File: src/design/ilc_pkg.sv
// Package: register map, field layout, timing and tables of the input level controller
package ilc_pkg;

  // ----------------------------------------------------------------
  // Widths
  // ----------------------------------------------------------------
  localparam int unsigned ADDR_W = 7;
  localparam int unsigned DATA_W = 9;
  localparam int unsigned GAIN_W = 6;
  localparam int unsigned SMP_W = 16;
  localparam int unsigned MAG_W = 15;
  localparam int unsigned CNT_W = 17;

  // ----------------------------------------------------------------
  // Register map and reset values
  // ----------------------------------------------------------------
  localparam logic [ADDR_W-1:0] ADDR_CFG1 = 7'h20;
  localparam logic [ADDR_W-1:0] ADDR_CFG2 = 7'h21;
  localparam logic [ADDR_W-1:0] ADDR_CFG3 = 7'h22;
  localparam logic [ADDR_W-1:0] ADDR_NG = 7'h23;
  localparam logic [ADDR_W-1:0] ADDR_STAT = 7'h24;
  localparam logic [DATA_W-1:0] RST_CFG1 = 9'h038;
  localparam logic [DATA_W-1:0] RST_CFG2 = 9'h00b;
  localparam logic [DATA_W-1:0] RST_CFG3 = 9'h032;
  localparam logic [DATA_W-1:0] RST_NG = 9'h000;

  // ----------------------------------------------------------------
  // Field positions
  // ----------------------------------------------------------------
  localparam int unsigned F_MIN_LO = 0;
  localparam int unsigned F_MIN_HI = 2;
  localparam int unsigned F_MAX_LO = 3;
  localparam int unsigned F_MAX_HI = 5;
  localparam int unsigned F_SEL_LO = 7;
  localparam int unsigned F_SEL_HI = 8;
  localparam int unsigned F_LVL_LO = 0;
  localparam int unsigned F_LVL_HI = 3;
  localparam int unsigned F_HLD_LO = 4;
  localparam int unsigned F_HLD_HI = 7;
  localparam int unsigned F_ZC = 8;
  localparam int unsigned F_ATK_LO = 0;
  localparam int unsigned F_ATK_HI = 3;
  localparam int unsigned F_DCY_LO = 4;
  localparam int unsigned F_DCY_HI = 7;
  localparam int unsigned F_MODE = 8;
  localparam int unsigned F_NOISE_GATE_THRESHOLD_LO = 0;
  localparam int unsigned F_NOISE_GATE_THRESHOLD_HI = 2;
  localparam int unsigned F_NGEN = 3;

  // ----------------------------------------------------------------
  // Gain codes: 0.75 dB per code, code 0 is -12 dB
  // ----------------------------------------------------------------
  localparam logic [GAIN_W-1:0] GAIN_RST = 6'h10;
  localparam logic [2:0] FLOOR_FILL = 3'h0;
  localparam logic [2:0] CEIL_FILL = 3'h7;
  localparam logic [MAG_W-1:0] CLIP_MAG = 15'h7000;
  localparam int unsigned PEAK_DECAY_SH = 4;
  localparam logic [3:0] RATE_CODE_MAX = 4'ha;
  localparam logic [3:0] HLD_CODE_MAX = 4'ha;
  localparam logic [8:0] NG_FS_U = 9'h070;
  localparam logic [8:0] NG_OFS_U = 9'h044;

  // ----------------------------------------------------------------
  // Step times, counted in samples of the nominal rate
  // ----------------------------------------------------------------
  localparam int unsigned SMP_PERIOD_NS = 20833;
  localparam int unsigned T_ATK_NORM_NS = 104000;
  localparam int unsigned T_DCY_NORM_NS = 410000;
  localparam int unsigned T_ATK_LIM_NS = 22700;
  localparam int unsigned T_DCY_LIM_NS = 90800;
  localparam int unsigned T_HLD_NS = 2670000;
  localparam logic [CNT_W-1:0] ATK_NORM_SMP = CNT_W'((T_ATK_NORM_NS + SMP_PERIOD_NS - 1) / SMP_PERIOD_NS);
  localparam logic [CNT_W-1:0] DCY_NORM_SMP = CNT_W'((T_DCY_NORM_NS + SMP_PERIOD_NS - 1) / SMP_PERIOD_NS);
  localparam logic [CNT_W-1:0] ATK_LIM_SMP = CNT_W'((T_ATK_LIM_NS + SMP_PERIOD_NS - 1) / SMP_PERIOD_NS);
  localparam logic [CNT_W-1:0] DCY_LIM_SMP = CNT_W'((T_DCY_LIM_NS + SMP_PERIOD_NS - 1) / SMP_PERIOD_NS);
  localparam logic [CNT_W-1:0] HLD_SMP = CNT_W'((T_HLD_NS + SMP_PERIOD_NS - 1) / SMP_PERIOD_NS);

  // Controller states, Gray coded along off, hold, up, down
  typedef enum logic [1:0] {ST_OFF = 2'b00, ST_HOLD = 2'b01, ST_UP = 2'b11, ST_DOWN = 2'b10} ilc_state_t;

  // Target magnitude for each level code, -21 dBFS to -1.5 dBFS
  function automatic logic [MAG_W-1:0] target_mag(input logic [3:0] code);
    logic [MAG_W-1:0] m;
    unique case (code)
      4'h0, 4'h1: m = 15'h0b68;
      4'h2: m = 15'h0d8e;
      4'h3: m = 15'h101d;
      4'h4: m = 15'h1324;
      4'h5: m = 15'h16c3;
      4'h6: m = 15'h1b09;
      4'h7: m = 15'h2021;
      4'h8: m = 15'h262a;
      4'h9: m = 15'h2d58;
      4'ha: m = 15'h35dc;
      4'hb: m = 15'h4027;
      4'hc: m = 15'h4c38;
      4'hd: m = 15'h5a9d;
      4'he, 4'hf: m = 15'h6ba2;
    endcase
    return m;
  endfunction

endpackage

File: src/design/ilc_peak_det.sv
// Peak and zero-cross detector over the selected ADC channels
`timescale 1ns/1ns
module ilc_peak_det
  import ilc_pkg::*;
(
  // Clock and reset
  input wire logic sys_clk,
  input wire logic srst,
  // Sample stream, index 0 right, 1 left
  input wire logic [ilc_pkg::SMP_W-1:0] smp_r,
  input wire logic [ilc_pkg::SMP_W-1:0] smp_l,
  input wire logic smp_valid,
  input wire logic [1:0] chan_on,
  // Detector results
  output logic [ilc_pkg::MAG_W-1:0] peak_q,
  output logic [ilc_pkg::MAG_W-1:0] inst_q,
  output logic zc_q,
  output logic tick_q
);
  logic [SMP_W-1:0] smp [2];
  logic [MAG_W-1:0] mag [2];
  logic [1:0] sign_q;
  logic [1:0] flip;
  logic [MAG_W-1:0] inst_d;
  logic [MAG_W-1:0] decayed;

  assign smp[0] = smp_r;
  assign smp[1] = smp_l;

  // Per-channel magnitude and sign change
  for (genvar c = 0; c < 2; c++)
  begin : g_ch
    assign mag[c] = !smp[c][SMP_W-1] ? smp[c][MAG_W-1:0] :
                    (smp[c][MAG_W-1:0] == '0) ? {MAG_W{1'b1}} : MAG_W'(-smp[c]);
    assign flip[c] = chan_on[c] & (sign_q[c] != smp[c][SMP_W-1]);
    always_ff @(posedge sys_clk)
    begin
      if (srst)
        sign_q[c] <= 1'b0;
      else if (smp_valid)
        sign_q[c] <= smp[c][SMP_W-1];
    end
  end

  // Largest magnitude among enabled channels, peak decays slowly
  always_comb
  begin
    inst_d = '0;
    if (chan_on[0])
      inst_d = mag[0];
    if (chan_on[1] && mag[1] > inst_d)
      inst_d = mag[1];
    decayed = peak_q - (peak_q >> PEAK_DECAY_SH);
  end

  always_ff @(posedge sys_clk)
  begin
    if (srst)
    begin
      peak_q <= '0;
      inst_q <= '0;
      zc_q <= 1'b0;
      tick_q <= 1'b0;
    end
    else
    begin
      tick_q <= smp_valid;
      zc_q <= smp_valid & (|flip);
      if (smp_valid)
      begin
        inst_q <= inst_d;
        peak_q <= (inst_d > decayed) ? inst_d : decayed;
      end
    end
  end
endmodule

File: src/design/ilc_step_timer.sv
// Sample-counting timer that marks the end of each step or hold period
`timescale 1ns/1ns
module ilc_step_timer
  import ilc_pkg::*;
(
  // Clock and reset
  input wire logic sys_clk,
  input wire logic srst,
  // Control
  input wire logic restart,
  input wire logic adv,
  input wire logic [ilc_pkg::CNT_W-1:0] period,
  // Result
  output logic tick
);
  logic [CNT_W-1:0] cnt_q;

  // Period end reached on this sample
  assign tick = adv & (cnt_q >= period - CNT_W'(1));

  always_ff @(posedge sys_clk)
  begin
    if (srst || restart)
      cnt_q <= '0;
    else if (tick)
      cnt_q <= '0;
    else if (adv)
      cnt_q <= cnt_q + CNT_W'(1);
  end
endmodule

File: src/design/ilc_top.sv
// Automatic input level controller steering the input amplifier gain code
//
// Overview of operation
// - Peak above target lowers gain at attack rate; below raises at decay rate.
// - Four-bit target: code 1011 is -6dBFS, 1.5dB per code, -21 to -1.5dBFS.
// - Channel select bits 8:7: off, right only, left only, both.
// - Gain floor: -12dB at 000 up 6dB per code to +30dB.
// - Gain ceiling: -6.75dB at 000 up 6dB per code to +35.25dB.
// - Floor and ceiling act only while control is on.
// - Gain outside floor-to-ceiling is moved back into range at once.
// - Disabled: amplifier keeps last gain, changes only by manual gain writes.
// - Mode bit 8 of third register: 0 normal, 1 limiter, picks timing table.
// - Limiter never raises gain above gain at enable or mode switch, unless that gain is below the floor.
// - Normal attack step 104us at code 0, doubling per code, capped at 1010.
// - Normal decay step 410us at code 0, doubling per code, capped at 1010.
// - Limiter steps: attack 22.7us, decay 90.8us at code 0, doubling.
// - All timing counts sample strobes, so times follow sample rate.
// - Normal mode hold delays gain rise: 0 none, 2.67ms doubling to 1.37s.
// - Signal above target during hold abandons hold; expiry starts gain rise.
// - Input above 87.5% full scale forces fastest attack until it drops.
// - Noise gate freezes gain while level is below threshold plus gains.
// - Gate threshold: -39dB at 000 to -81dB at 111, about 6dB steps.
// - Noise gate works only in normal mode.
// - Zero-cross bit 8 of second register makes steps wait for zero crossing.
// - Bit 3 of gate register enables noise gate, reset disabled.
//
// Our own choice: the plain strobed port.
`timescale 1ns/1ns
module ilc_top
  import ilc_pkg::*;
(
  // Clock and reset
  input wire logic sys_clk,
  input wire logic srst,
  // Register port
  input wire logic [ilc_pkg::ADDR_W-1:0] reg_addr,
  input wire logic [ilc_pkg::DATA_W-1:0] reg_wdata,
  input wire logic reg_wr,
  input wire logic reg_rd,
  output logic [ilc_pkg::DATA_W-1:0] reg_rdata,
  // ADC sample stream
  input wire logic [ilc_pkg::SMP_W-1:0] smp_l,
  input wire logic [ilc_pkg::SMP_W-1:0] smp_r,
  input wire logic smp_valid,
  // Manual input gain setting and its write pulses
  input wire logic [ilc_pkg::GAIN_W-1:0] manual_input_gain_l,
  input wire logic [ilc_pkg::GAIN_W-1:0] manual_input_gain_r,
  input wire logic manual_gain_wr_l,
  input wire logic manual_gain_wr_r,
  input wire logic [ilc_pkg::GAIN_W-1:0] mic_boost_gain,
  // Amplifier gain codes
  output logic [ilc_pkg::GAIN_W-1:0] pga_gain_l,
  output logic [ilc_pkg::GAIN_W-1:0] pga_gain_r
);
  // ----------------------------------------------------------------
  // Declarations
  // ----------------------------------------------------------------
  logic [DATA_W-1:0] cfg1_q, cfg2_q, cfg3_q, ng_q;
  logic [DATA_W-1:0] rdata_q;
  logic [1:0] levelling_channel_select;
  logic [2:0] gain_floor, gain_ceiling, noise_gate_threshold;
  logic [3:0] level_target, rampup_hold_time, gain_rampup_rate, gain_rampdown_rate;
  logic zero_cross_gating, levelling_mode_select, noise_gate_enable;
  logic active, active_q, mode_q, en_rise;
  logic [MAG_W-1:0] peak, inst;
  logic zc, pk_tick, clip, over, gated, tmr_tick, restart, apply, pend_q;
  logic [GAIN_W-1:0] ctl_gain_q, start_q, lo, hi_raw, hi, man_sel;
  logic [GAIN_W-1:0] gain_q [2];
  logic [GAIN_W-1:0] man_gain [2];
  logic [1:0] man_wr;
  logic [3:0] atk_c, dcy_c, hld_c, lvl_msb;
  logic [CNT_W-1:0] period;
  logic [8:0] ng_lhs, ng_rhs;
  ilc_state_t st_q, st_d;

  // Leading one position of a magnitude, a 6 dB level estimate
  function automatic logic [3:0] msb_pos(input logic [MAG_W-1:0] m);
    logic [3:0] p;
    p = '0;
    for (int i = 0; i < MAG_W; i++)
      if (m[i])
        p = 4'(i);
    return p;
  endfunction

  // ----------------------------------------------------------------
  // Register port
  // ----------------------------------------------------------------
  // Configuration writes
  always_ff @(posedge sys_clk)
  begin
    if (srst)
    begin
      cfg1_q <= RST_CFG1;
      cfg2_q <= RST_CFG2;
      cfg3_q <= RST_CFG3;
      ng_q <= RST_NG;
    end
    else if (reg_wr)
    begin
      if (reg_addr == ADDR_CFG1)
        cfg1_q <= reg_wdata;
      if (reg_addr == ADDR_CFG2)
        cfg2_q <= reg_wdata;
      if (reg_addr == ADDR_CFG3)
        cfg3_q <= reg_wdata;
      if (reg_addr == ADDR_NG)
        ng_q <= {5'h00, reg_wdata[F_NGEN:0]}; // Upper gate bits unused
    end
  end

  // Read data one cycle after the strobe, zero elsewhere
  always_ff @(posedge sys_clk)
  begin
    if (srst || !reg_rd)
      rdata_q <= '0;
    else
      unique case (reg_addr)
        ADDR_CFG1: rdata_q <= cfg1_q;
        ADDR_CFG2: rdata_q <= cfg2_q;
        ADDR_CFG3: rdata_q <= cfg3_q;
        ADDR_NG: rdata_q <= ng_q;
        ADDR_STAT: rdata_q <= {gated, st_q, ctl_gain_q};
        default: rdata_q <= '0;
      endcase
  end
  assign reg_rdata = rdata_q;

  // Field extraction
  assign levelling_channel_select = cfg1_q[F_SEL_HI:F_SEL_LO];
  assign gain_floor = cfg1_q[F_MIN_HI:F_MIN_LO];
  assign gain_ceiling = cfg1_q[F_MAX_HI:F_MAX_LO];
  assign level_target = cfg2_q[F_LVL_HI:F_LVL_LO];
  assign rampup_hold_time = cfg2_q[F_HLD_HI:F_HLD_LO];
  assign zero_cross_gating = cfg2_q[F_ZC];
  assign gain_rampdown_rate = cfg3_q[F_ATK_HI:F_ATK_LO];
  assign gain_rampup_rate = cfg3_q[F_DCY_HI:F_DCY_LO];
  assign levelling_mode_select = cfg3_q[F_MODE];
  assign noise_gate_threshold = ng_q[F_NOISE_GATE_THRESHOLD_HI:F_NOISE_GATE_THRESHOLD_LO];
  assign noise_gate_enable = ng_q[F_NGEN];

  // ----------------------------------------------------------------
  // Detection
  // ----------------------------------------------------------------
  ilc_peak_det u_peak (
    .sys_clk(sys_clk),
    .srst(srst),
    .smp_r(smp_r),
    .smp_l(smp_l),
    .smp_valid(smp_valid),
    .chan_on(levelling_channel_select),
    .peak_q(peak),
    .inst_q(inst),
    .zc_q(zc),
    .tick_q(pk_tick)
  );

  // Target, clip and noise gate decisions
  always_comb
  begin
    clip = inst > CLIP_MAG;
    over = (peak > target_mag(level_target)) | clip;
    lvl_msb = msb_pos(peak);
    ng_lhs = {2'b00, lvl_msb, 3'b000} + {3'b000, noise_gate_threshold, 3'b000} + NG_OFS_U;
    ng_rhs = NG_FS_U + {3'b000, ctl_gain_q} + {3'b000, mic_boost_gain};
    gated = noise_gate_enable & !levelling_mode_select & !over &
            ((peak == '0) | (ng_lhs < ng_rhs));
  end

  // ----------------------------------------------------------------
  // Enable and limits
  // ----------------------------------------------------------------
  assign active = levelling_channel_select != 2'b00;
  assign en_rise = active & !active_q;
  assign man_gain[0] = manual_input_gain_r;
  assign man_gain[1] = manual_input_gain_l;
  assign man_wr = {manual_gain_wr_l, manual_gain_wr_r};
  assign man_sel = levelling_channel_select[1] ? manual_input_gain_l : manual_input_gain_r;

  // Floor and ceiling codes, limiter caps at the starting gain
  always_comb
  begin
    lo = {gain_floor, FLOOR_FILL};
    hi_raw = {gain_ceiling, CEIL_FILL};
    if (levelling_mode_select && start_q < hi_raw)
      hi_raw = start_q;
    hi = (hi_raw < lo) ? lo : hi_raw;
  end

  always_ff @(posedge sys_clk)
  begin
    if (srst)
    begin
      active_q <= 1'b0;
      mode_q <= 1'b0;
    end
    else
    begin
      active_q <= active;
      mode_q <= levelling_mode_select;
    end
  end

  // Starting gain captured at enable or at switch into limiter mode
  always_ff @(posedge sys_clk)
  begin
    if (srst)
      start_q <= GAIN_RST;
    else if (en_rise)
      start_q <= man_sel;
    else if (active && levelling_mode_select && !mode_q)
      start_q <= ctl_gain_q;
  end

  // ----------------------------------------------------------------
  // Step timing
  // ----------------------------------------------------------------
  // Step or hold period in samples for the current state
  always_comb
  begin
    atk_c = (gain_rampdown_rate > RATE_CODE_MAX) ? RATE_CODE_MAX : gain_rampdown_rate;
    dcy_c = (gain_rampup_rate > RATE_CODE_MAX) ? RATE_CODE_MAX : gain_rampup_rate;
    hld_c = (rampup_hold_time > HLD_CODE_MAX) ? HLD_CODE_MAX : rampup_hold_time;
    if (st_q == ST_HOLD)
      period = HLD_SMP << (hld_c - 4'h1);
    else if (st_q == ST_UP)
      period = (levelling_mode_select ? DCY_LIM_SMP : DCY_NORM_SMP) << dcy_c;
    else if (clip)
      period = levelling_mode_select ? ATK_LIM_SMP : ATK_NORM_SMP;
    else
      period = (levelling_mode_select ? ATK_LIM_SMP : ATK_NORM_SMP) << atk_c;
  end

  // Timer advances once per sample
  ilc_step_timer u_tmr (
    .sys_clk(sys_clk),
    .srst(srst),
    .restart(restart),
    .adv(pk_tick),
    .period(period),
    .tick(tmr_tick)
  );

  // ----------------------------------------------------------------
  // Controller state
  // ----------------------------------------------------------------
  always_comb
  begin
    st_d = st_q;
    if (!active)
      st_d = ST_OFF;
    else if (pk_tick)
    begin
      if (over)
        st_d = ST_DOWN;
      else
        unique case (st_q)
          ST_OFF, ST_DOWN: st_d = (!levelling_mode_select && rampup_hold_time != 4'h0) ? ST_HOLD : ST_UP;
          ST_HOLD: st_d = (levelling_mode_select || tmr_tick) ? ST_UP : ST_HOLD;
          ST_UP: st_d = ST_UP;
        endcase
    end
  end
  assign restart = st_d != st_q;

  always_ff @(posedge sys_clk)
  begin
    if (srst)
      st_q <= ST_OFF;
    else
      st_q <= st_d;
  end

  // Step taken at period end, optionally deferred to a zero crossing
  assign apply = (tmr_tick | pend_q) & (!zero_cross_gating | zc) & !gated &
                 ((st_q == ST_UP) | (st_q == ST_DOWN));

  // A period end that could not be used waits here
  always_ff @(posedge sys_clk)
  begin
    if (srst)
      pend_q <= 1'b0;
    else if (tmr_tick && !apply)
      pend_q <= 1'b1;
    else if (restart || apply)
      pend_q <= 1'b0;
  end

  // ----------------------------------------------------------------
  // Controlled gain
  // ----------------------------------------------------------------
  always_ff @(posedge sys_clk)
  begin
    if (srst)
      ctl_gain_q <= GAIN_RST;
    else if (en_rise)
      ctl_gain_q <= man_sel;
    else if (active)
    begin
      if (ctl_gain_q < lo)
        ctl_gain_q <= lo;
      else if (ctl_gain_q > hi)
        ctl_gain_q <= hi;
      else if (apply && st_q == ST_DOWN && ctl_gain_q > lo)
        ctl_gain_q <= ctl_gain_q - GAIN_W'(1);
      else if (apply && st_q == ST_UP && ctl_gain_q < hi)
        ctl_gain_q <= ctl_gain_q + GAIN_W'(1);
    end
  end

  // Per-channel amplifier code: follows control, else holds or takes manual writes
  for (genvar c = 0; c < 2; c++)
  begin : g_out
    always_ff @(posedge sys_clk)
    begin
      if (srst)
        gain_q[c] <= GAIN_RST;
      else if (levelling_channel_select[c] && !en_rise)
        gain_q[c] <= ctl_gain_q;
      else if (!levelling_channel_select[c] && man_wr[c])
        gain_q[c] <= man_gain[c];
    end
  end
  assign pga_gain_r = gain_q[0];
  assign pga_gain_l = gain_q[1];
endmodule

File: config.mk
export PLATFORM = sky130hd
export DESIGN_NAME = ilc_top
export DESIGN_NICKNAME = d
export VERILOG_FILES = /design/src/design/ilc_pkg.sv /design/src/design/ilc_peak_det.sv /design/src/design/ilc_step_timer.sv /design/src/design/ilc_top.sv
export SDC_FILE = /design/constraint.sdc
export NUM_CORES = 1
export LEC_CHECK = 0
export ABC_AREA = 1
export BUFFER_PORTS_ARGS = -buffer_cell sky130_fd_sc_hd__buf_2
export CAP_MARGIN = 30
export CORE_UTILIZATION = 56
export DETAILED_ROUTE_END_ITERATION = 16
export PLACE_DENSITY = 0.77
export SLEW_MARGIN = 20
export SYNTH_ARGS = -nofsm -noshare
export SYNTH_HDL_FRONTEND = slang
export SYNTH_HIERARCHICAL = 1
export SYNTH_SLANG_ARGS = --single-unit
File: constraint.sdc
create_clock -name sys_clk -period 6.47 [get_ports sys_clk]
set_clock_uncertainty 0.05 [all_clocks]
set_input_delay 0.3235 -clock sys_clk [delete_from_list [all_inputs] [get_ports sys_clk]]
set_output_delay 0.3235 -clock sys_clk [all_outputs]
set_load 0.02 [all_outputs]
==> After elaboration in Yosys (flattened, before gate mapping) <==
Memory sizes are Yosys's and may differ from the RTL's. A register that Yosys moved wholly into a read port is not among the register bits.
Index checks and enable logic that the tools add are counted.
{ "totals": {"reg_bits": 108, "mem_bits_rw": 12, "romBits": 240, "mem_count": 2} }
{ "mem_list": {"columns": ["name", "depth", "word_bits", "rd", "rd_clocked_by_memory_dff", "write_ports", "line", "text"], "rows": [
  ["(no name shown)", 16, 15, 1, 1, 0, "ilc_pkg.sv:84", "unique case (code)"],
  ["gain_q", 2, 6, 2, 0, 2, "ilc_top.sv:68", "logic [GAIN_W-1:0] gain_q [2];"]
]} }
{ "classes": {"addsub": 12, "order_cmp": 15, "eq_ne": 11, "shift": 3, "muxes": 71, "n_bitwise": 20, "n_reduce_logical": 47} }
{ "op_table": {"columns": ["cell", "n"], "rows": [
  ["$mux W15", 7],
  ["$mux W6", 15],
  ["$mux W4", 18],
  ["$mux W17", 3],
  ["$gt A15 B15 Y1", 3],
  ["$logic_not A15 Y1", 3],
  ["$pmux W9 S5", 1],
  ["$eq A7 B6 Y1 const B", 5],
  ["$neg A15 Y15", 2],
  ["$lt A6 B6 Y1", 4],
  ["$mux W1", 19],
  ["$add A17 B1 Y17 const B", 1],
  ["$ge A17 B17 Y1", 1],
  ["$shl A3 B4 Y17", 1],
  ["$shl A5 B4 Y17", 1],
  ["$shl A8 B4 Y17 const A", 1],
  ["$sub A17 B1 Y17 const B", 1],
  ["$gt A15 B15 Y1 const B", 1],
  ["$sub A15 B11 Y15", 1],
  ["$logic_and A1 B1 Y1", 14],
  ["$gt A4 B4 Y1 const B", 3],
  ["$gt A6 B6 Y1", 2],
  ["$and A1 B1 Y1", 11],
  ["$logic_not A1 Y1", 11],
  ["24 further kinds", 50]
]} }

==> Logic depth before layout (Yosys ltp) <==
{ "depth": {"word_depth": 30, "depth_mapped": 48, "mapped_depth_nobuf": 48} }

==> Cells and area by module <==
The synthesis kept the hierarchy.
{ "modules_own_cells": {"columns": ["module", "n_inst", "cells_each", "area_each_um2"], "rows": [
  ["ilc_top", 1, 959, 6411.1],
  ["ilc_peak_det", 1, 712, 4040.1],
  ["ilc_step_timer", 1, 224, 1581.5]
]} }

==> Worst setup path before layout <==
No wires, ideal clock.
{ "synth_timing": {"path_type": "register to register", "from": "register cfg3_q[2]", "to": "register ctl_gain_q[5]", "setup_time_ps": 70, "arrival_ps": 5165, "required_ps": 6350, "slack_ps": 1185, "stages_incl_launch_ff": 42, "n_path_buf": 0, "synth_period_minus_slack_ps": 5285, "cell_sequence": "dfxtp_1 > inv_1 > a21oi_1 > nor2_1 > inv_1 > ha_1 > nor2_1 > o21ai_0 > o311ai_0 > nor2_2 > nand2_1 > nor2_2 > nand3_2 > nor3_4 > nand2_1 > nand2_1 > nand2_1 > inv_1 > [6 not listed] > nand3_1 > nand2_2 > inv_1 > o22ai_1 > nor2_1 > nand3_1 > inv_1 > ha_1 > a21o_1 > nand2_1 > nand3_1 > xor2_1 > nand4_1 > nand3_1 > nand2_1 > nand2_1 > nand2_1 > a21oi_1"} }
{ "synth_between": {"elab_chain_cells": 20, "word_cells_on_any_way": 24} }
{ "synth_rtl": {"columns": ["element", "line", "text"], "rows": [
  ["start, declared", "ilc_top.sv:58", "logic [DATA_W-1:0] cfg1_q, cfg2_q, cfg3_q, ng_q;"],
  ["start signal, assigned", "ilc_top.sv:106", "cfg3_q <= reg_wdata;"],
  ["$gt A4 B4 Y1", "ilc_top.sv:221", "atk_c = (gain_rampdown_rate > RATE_CODE_MAX) ? RATE_CODE_MAX : gain_rampdown_rate;"],
  ["$mux W4 (*)", "ilc_top.sv:221", null],
  ["$shl A3 B4 Y17 (*)", "ilc_top.sv:231", "period = (levelling_mode_select ? ATK_LIM_SMP : ATK_NORM_SMP) << atk_c;"],
  ["$mux W17 (*)", "ilc_top.sv:228", "else if (clip)"],
  ["$mux W17 (*)", "ilc_top.sv:226", "else if (st_q == ST_UP)"],
  ["$mux W17 (*)", "ilc_top.sv:224", "if (st_q == ST_HOLD)"],
  ["via period[4]", "ilc_top.sv:72", "logic [CNT_W-1:0] period;"],
  ["$sub A17 B1 Y17 (*)", "ilc_step_timer.sv:19", "assign tick = adv & (cnt_q >= period - CNT_W'(1));"],
  ["[2 not listed]", null, null],
  ["via tmr_tick", "ilc_top.sv:66", "logic zc, pk_tick, clip, over, gated, tmr_tick, restart, apply, pend_q;"],
  ["$or A1 B1 Y1 (*)", "ilc_top.sv:275", "assign apply = (tmr_tick | pend_q) & (!zero_cross_gating | zc) & !gated &"],
  ["$and A1 B1 Y1 (*) (3 in series)", "ilc_top.sv:275", null],
  ["$logic_and A1 B1 Y1 (2 in series)", "ilc_top.sv:304", "else if (apply && st_q == ST_DOWN && ctl_gain_q > lo)"],
  ["$mux W6", "ilc_top.sv:304", null],
  ["$mux W6", "ilc_top.sv:302", "else if (ctl_gain_q > hi)"],
  ["$mux W6", "ilc_top.sv:300", "if (ctl_gain_q < lo)"],
  ["$mux W6", "ilc_top.sv:298", "else if (active)"],
  ["$mux W6", "ilc_top.sv:296", "else if (en_rise)"],
  ["end signal, assigned", "ilc_top.sv:297", "ctl_gain_q <= man_sel;"],
  ["end signal, assigned", "ilc_top.sv:301", "ctl_gain_q <= lo;"],
  ["end signal, assigned", "ilc_top.sv:303", "ctl_gain_q <= hi;"],
  ["end, declared", "ilc_top.sv:67", "logic [GAIN_W-1:0] ctl_gain_q, start_q, lo, hi_raw, hi, man_sel;"]
]} }
Mark *: on every way through the listed nets, which the timed path passes. The rest lies on a longest branch. The select of a mux whose other input is x is not followed.
A chain may end at the register's enable or synchronous reset.

==> Worst setup path in the final report <==
{ "layout_timing": {"from": "register cfg2_q[5]", "to": "register ctl_gain_q[5]"} }
{ "layout_between": {"elab_chain_cells": 19, "word_cells_on_any_way": 23} }
{ "layout_rtl": {"columns": ["element", "line", "text"], "rows": [
  ["start, declared", "ilc_top.sv:58", null],
  ["start signal, assigned", "ilc_top.sv:104", "cfg2_q <= reg_wdata;"],
  ["$gt A4 B4 Y1", "ilc_top.sv:223", "hld_c = (rampup_hold_time > HLD_CODE_MAX) ? HLD_CODE_MAX : rampup_hold_time;"],
  ["$mux W4 (*)", "ilc_top.sv:223", null],
  ["$sub A4 B1 Y4 (*)", "ilc_top.sv:225", "period = HLD_SMP << (hld_c - 4'h1);"],
  ["$shl A8 B4 Y17 (*)", "ilc_top.sv:225", null],
  ["$mux W17 (*)", "ilc_top.sv:224", null],
  ["via period[0]", "ilc_top.sv:72", null],
  ["$sub A17 B1 Y17 (*)", "ilc_step_timer.sv:19", null],
  ["$ge A17 B17 Y1 (*)", "ilc_step_timer.sv:19", null],
  ["[1 not listed]", null, null],
  ["via tmr_tick", "ilc_top.sv:66", null],
  ["$or A1 B1 Y1 (*)", "ilc_top.sv:275", null],
  ["$and A1 B1 Y1 (*) (3 in series)", "ilc_top.sv:275", null],
  ["$logic_and A1 B1 Y1 (2 in series)", "ilc_top.sv:304", null],
  ["$mux W6", "ilc_top.sv:304", null],
  ["$mux W6", "ilc_top.sv:302", null],
  ["$mux W6", "ilc_top.sv:300", null],
  ["$mux W6", "ilc_top.sv:298", null],
  ["$mux W6", "ilc_top.sv:296", null]
]} }
Marks and branches as above.

==> impl_results.md <==
* Cts bufs inserted at 17
* Vias at 12,400
* Die area at 22,100 um2
* Routed WL at 33,300 um
* First-pass GRT wire length at 55,100 um
* Synth cell types at 60
* Post-synth top area share at 0.205
* Power per cell area at 282 nW/um2
* CTS Buffer Depth at 2
* Cells taking the most area after synthesis: dfxtp_1, nand2_1, ha_1
* Site Rows at 53
* Area growth syn-to-layout at 10.8%
* Largest area contributor in the netlist: dfxtp_1
* Setup TNS at 0 ns
* Hold Path Class: in2reg
* WP data arrival at 6.34 ns
* Post-DRT Antenna Nets at 0
* Synth async-reset ratio at 0
* CP Data Required Time at 6.79 ns
* Gr usage total at 0.308
* CTS HTree Levels at 4
* Avg Cell Area, Syn at 6.35 um2
* Seq/Total Area, Yosys at 0.235
* Peak supply drop at 0.242 mV
* DRC at 0
* Slowest stage delay, CP at 0.40 ns
* Initial Util at 0.572
* Slowest cell on crit path: dfxtp_1
* Final Total Pwr at 3.76 mW
* Syn nets at 2,098
* Final Max Slew Viols at 0
* Final period utilization at 0.930
* TritonCTS clock tree: yes
* EDFF count, synth at 12
* Core area at 21,000 um2
* 1st-iter DRT viols at 1,078
* Yosys warns at 6
* Finished Layout Cells at 2,264
* Leakage at 6.71 nW
* Vias per cell at 5.47
* Most common cell after layout, fill and taps aside: nand2_1
* Post-Synthesis Cell Area at 12,000 um2
* Sink Count at 135
* Worst slew margin at 0.506
* Slew at the pin closest to its max-slew limit at 0.737 ns
* Global placer's final weighted congestion at 0.957
* Top Ports at 94
* Crit-path max FO at 5
* Final setup violation count at 0
* F_max at 166 MHz
* Placed insts at 2,230
* Commonest cells after routing, fill and taps aside: nand2_1, inv_1, nor2_1, nand3_1, a21oi_1
* Cells after synthesis at 1,895
* N_diodes at 0
* Port Buf Inserts at 93
* Drt pass-1 iters at 6
* Die width at 149 um
* Most common cell on crit path: nand2_1
* Fin crit period at 6.02 ns
* Initial antenna violation count at 0
* Die extent in y at 149 um
* DP HPWL at 26,200 um
* Total gr overflow at 0
* Final hold vios at 0
* Clock Tree Root: clkbuf_16
* Max-Cap Viols at 0
* Vias in the first global route at 11,500
* Drt wl/cell at 14.7 um
* Post-synthesis register bit count at 135
* WS Path Type: reg2reg
* Largest net degree at the start of global routing at 48
* CP Capture Type: register
* Synth Flop Type: dfxtp_1
* Startpoint Class: register
* Layout cell share with drive strength beyond 1 at 0.101
* Outcome: complete, no violations
* Final Net Count at 2,179
* Worst-Skew Late Latency at 0.43 ns
* Hold_buf cts at 0
* Clk pin slew, worst setup/hold paths at 0.07 ns
==> cell families (layout without fill, tap and decap cells) <==
logic type	count (synthesis)	in the layout	synth area share
multiplexers	1	1	0.000832
AND/OR/NAND/NOR	894	894	0.320
XOR/XNOR	53	53	0.0386
AO/OA/AOI/OAI	328	328	0.154
buffers and inverters	354	448	0.114
adder cells (fa/ha/maj)	130	130	0.138
flip-flops	135	135	0.235
==> layout make-up <==
type | count | area [um2]
Timing Repair Buffer | 106 | 571
Tap cell | 275 | 344
Fill cell | 1980 | 7690
Sequential cell | 135 | 2830
Inverter | 310 | 1160
Multi-Input combinational cell | 1406 | 7860
Clock buffer | 17 | 425
Clock inverter | 15 | 134
==> metal layers <==
metal	up-vias	wire, um	track usage
li1	6322	-	-
met1	5585	15300	0.408
met2	407	15300	0.511
met3	67	1950	0.0436
met4	0	690	0.101
met5	-	0	0
==> through the flow <==
stage	util	hold WS [ns]	instance area [um2]	worst slack (ns)
floorplan	-	0.374	12000	1.19
global placement	0.604	0.386	12700	0.661
detailed placement	0.605	0.392	12700	0.456
CTS	0.632	0.0909	13300	0.386
global route	0.634	0.128	13300	-0.125
finish	0.634	0.0952	13300	0.454
==> worst max-delay path: cells and delay by family (launching register included) <==
| family | cells | cell delay, ns |
|---|---|---|
| buffers and inverters | 6 | 0.70 |
| XOR/XNOR | 2 | 0.29 |
| flip-flops | 1 | 0.40 |
| adder cells (fa/ha/maj) | 4 | 1.17 |
| AO/OA/AOI/OAI | 5 | 0.84 |
| AND/OR/NAND/NOR | 24 | 2.49 |
==> worst paths after layout <==
kind / endpoint / slack, ns / cells past startpoint / startpoint
worst max-delay path: ctl_gain_q[5] / 0.45 / 41 / cfg2_q[5]
worst min-delay path: cfg3_q[5] / 0.1 / 3 / reg_wdata[5]
worst max register to register: ctl_gain_q[5] / 0.45 / 41 / cfg2_q[5]
worst min register to register: cfg1_q[6] / 0.40 / 2 / cfg1_q[6]
==> power breakdown <==
group          switching, mW  internal, mW
registers             0.0969         0.901
clock network          0.434         0.507
logic                   1.12         0.700
==> timing repair <==
item / in CTS / in global routing
gates resized for setup: 0 / 11
setup buffers: 0 / 2
setup endpoints to repair: 0 / 3
==> cells in the mapped netlist, drive strengths merged, types with 7 or more instances <==
master,n
ha,126
a21oi,144
buf,18
edfxtp,12
a31oi,7
inv,308
nand2,476
nor2,199
clkbuf,26
dfxtp,123
o21ai,115
nand3,153
xor2,31
xnor2,22
nand4,23
nor3,27
o22ai,18
No activity file was read; power rests on OpenSTA's default activity.
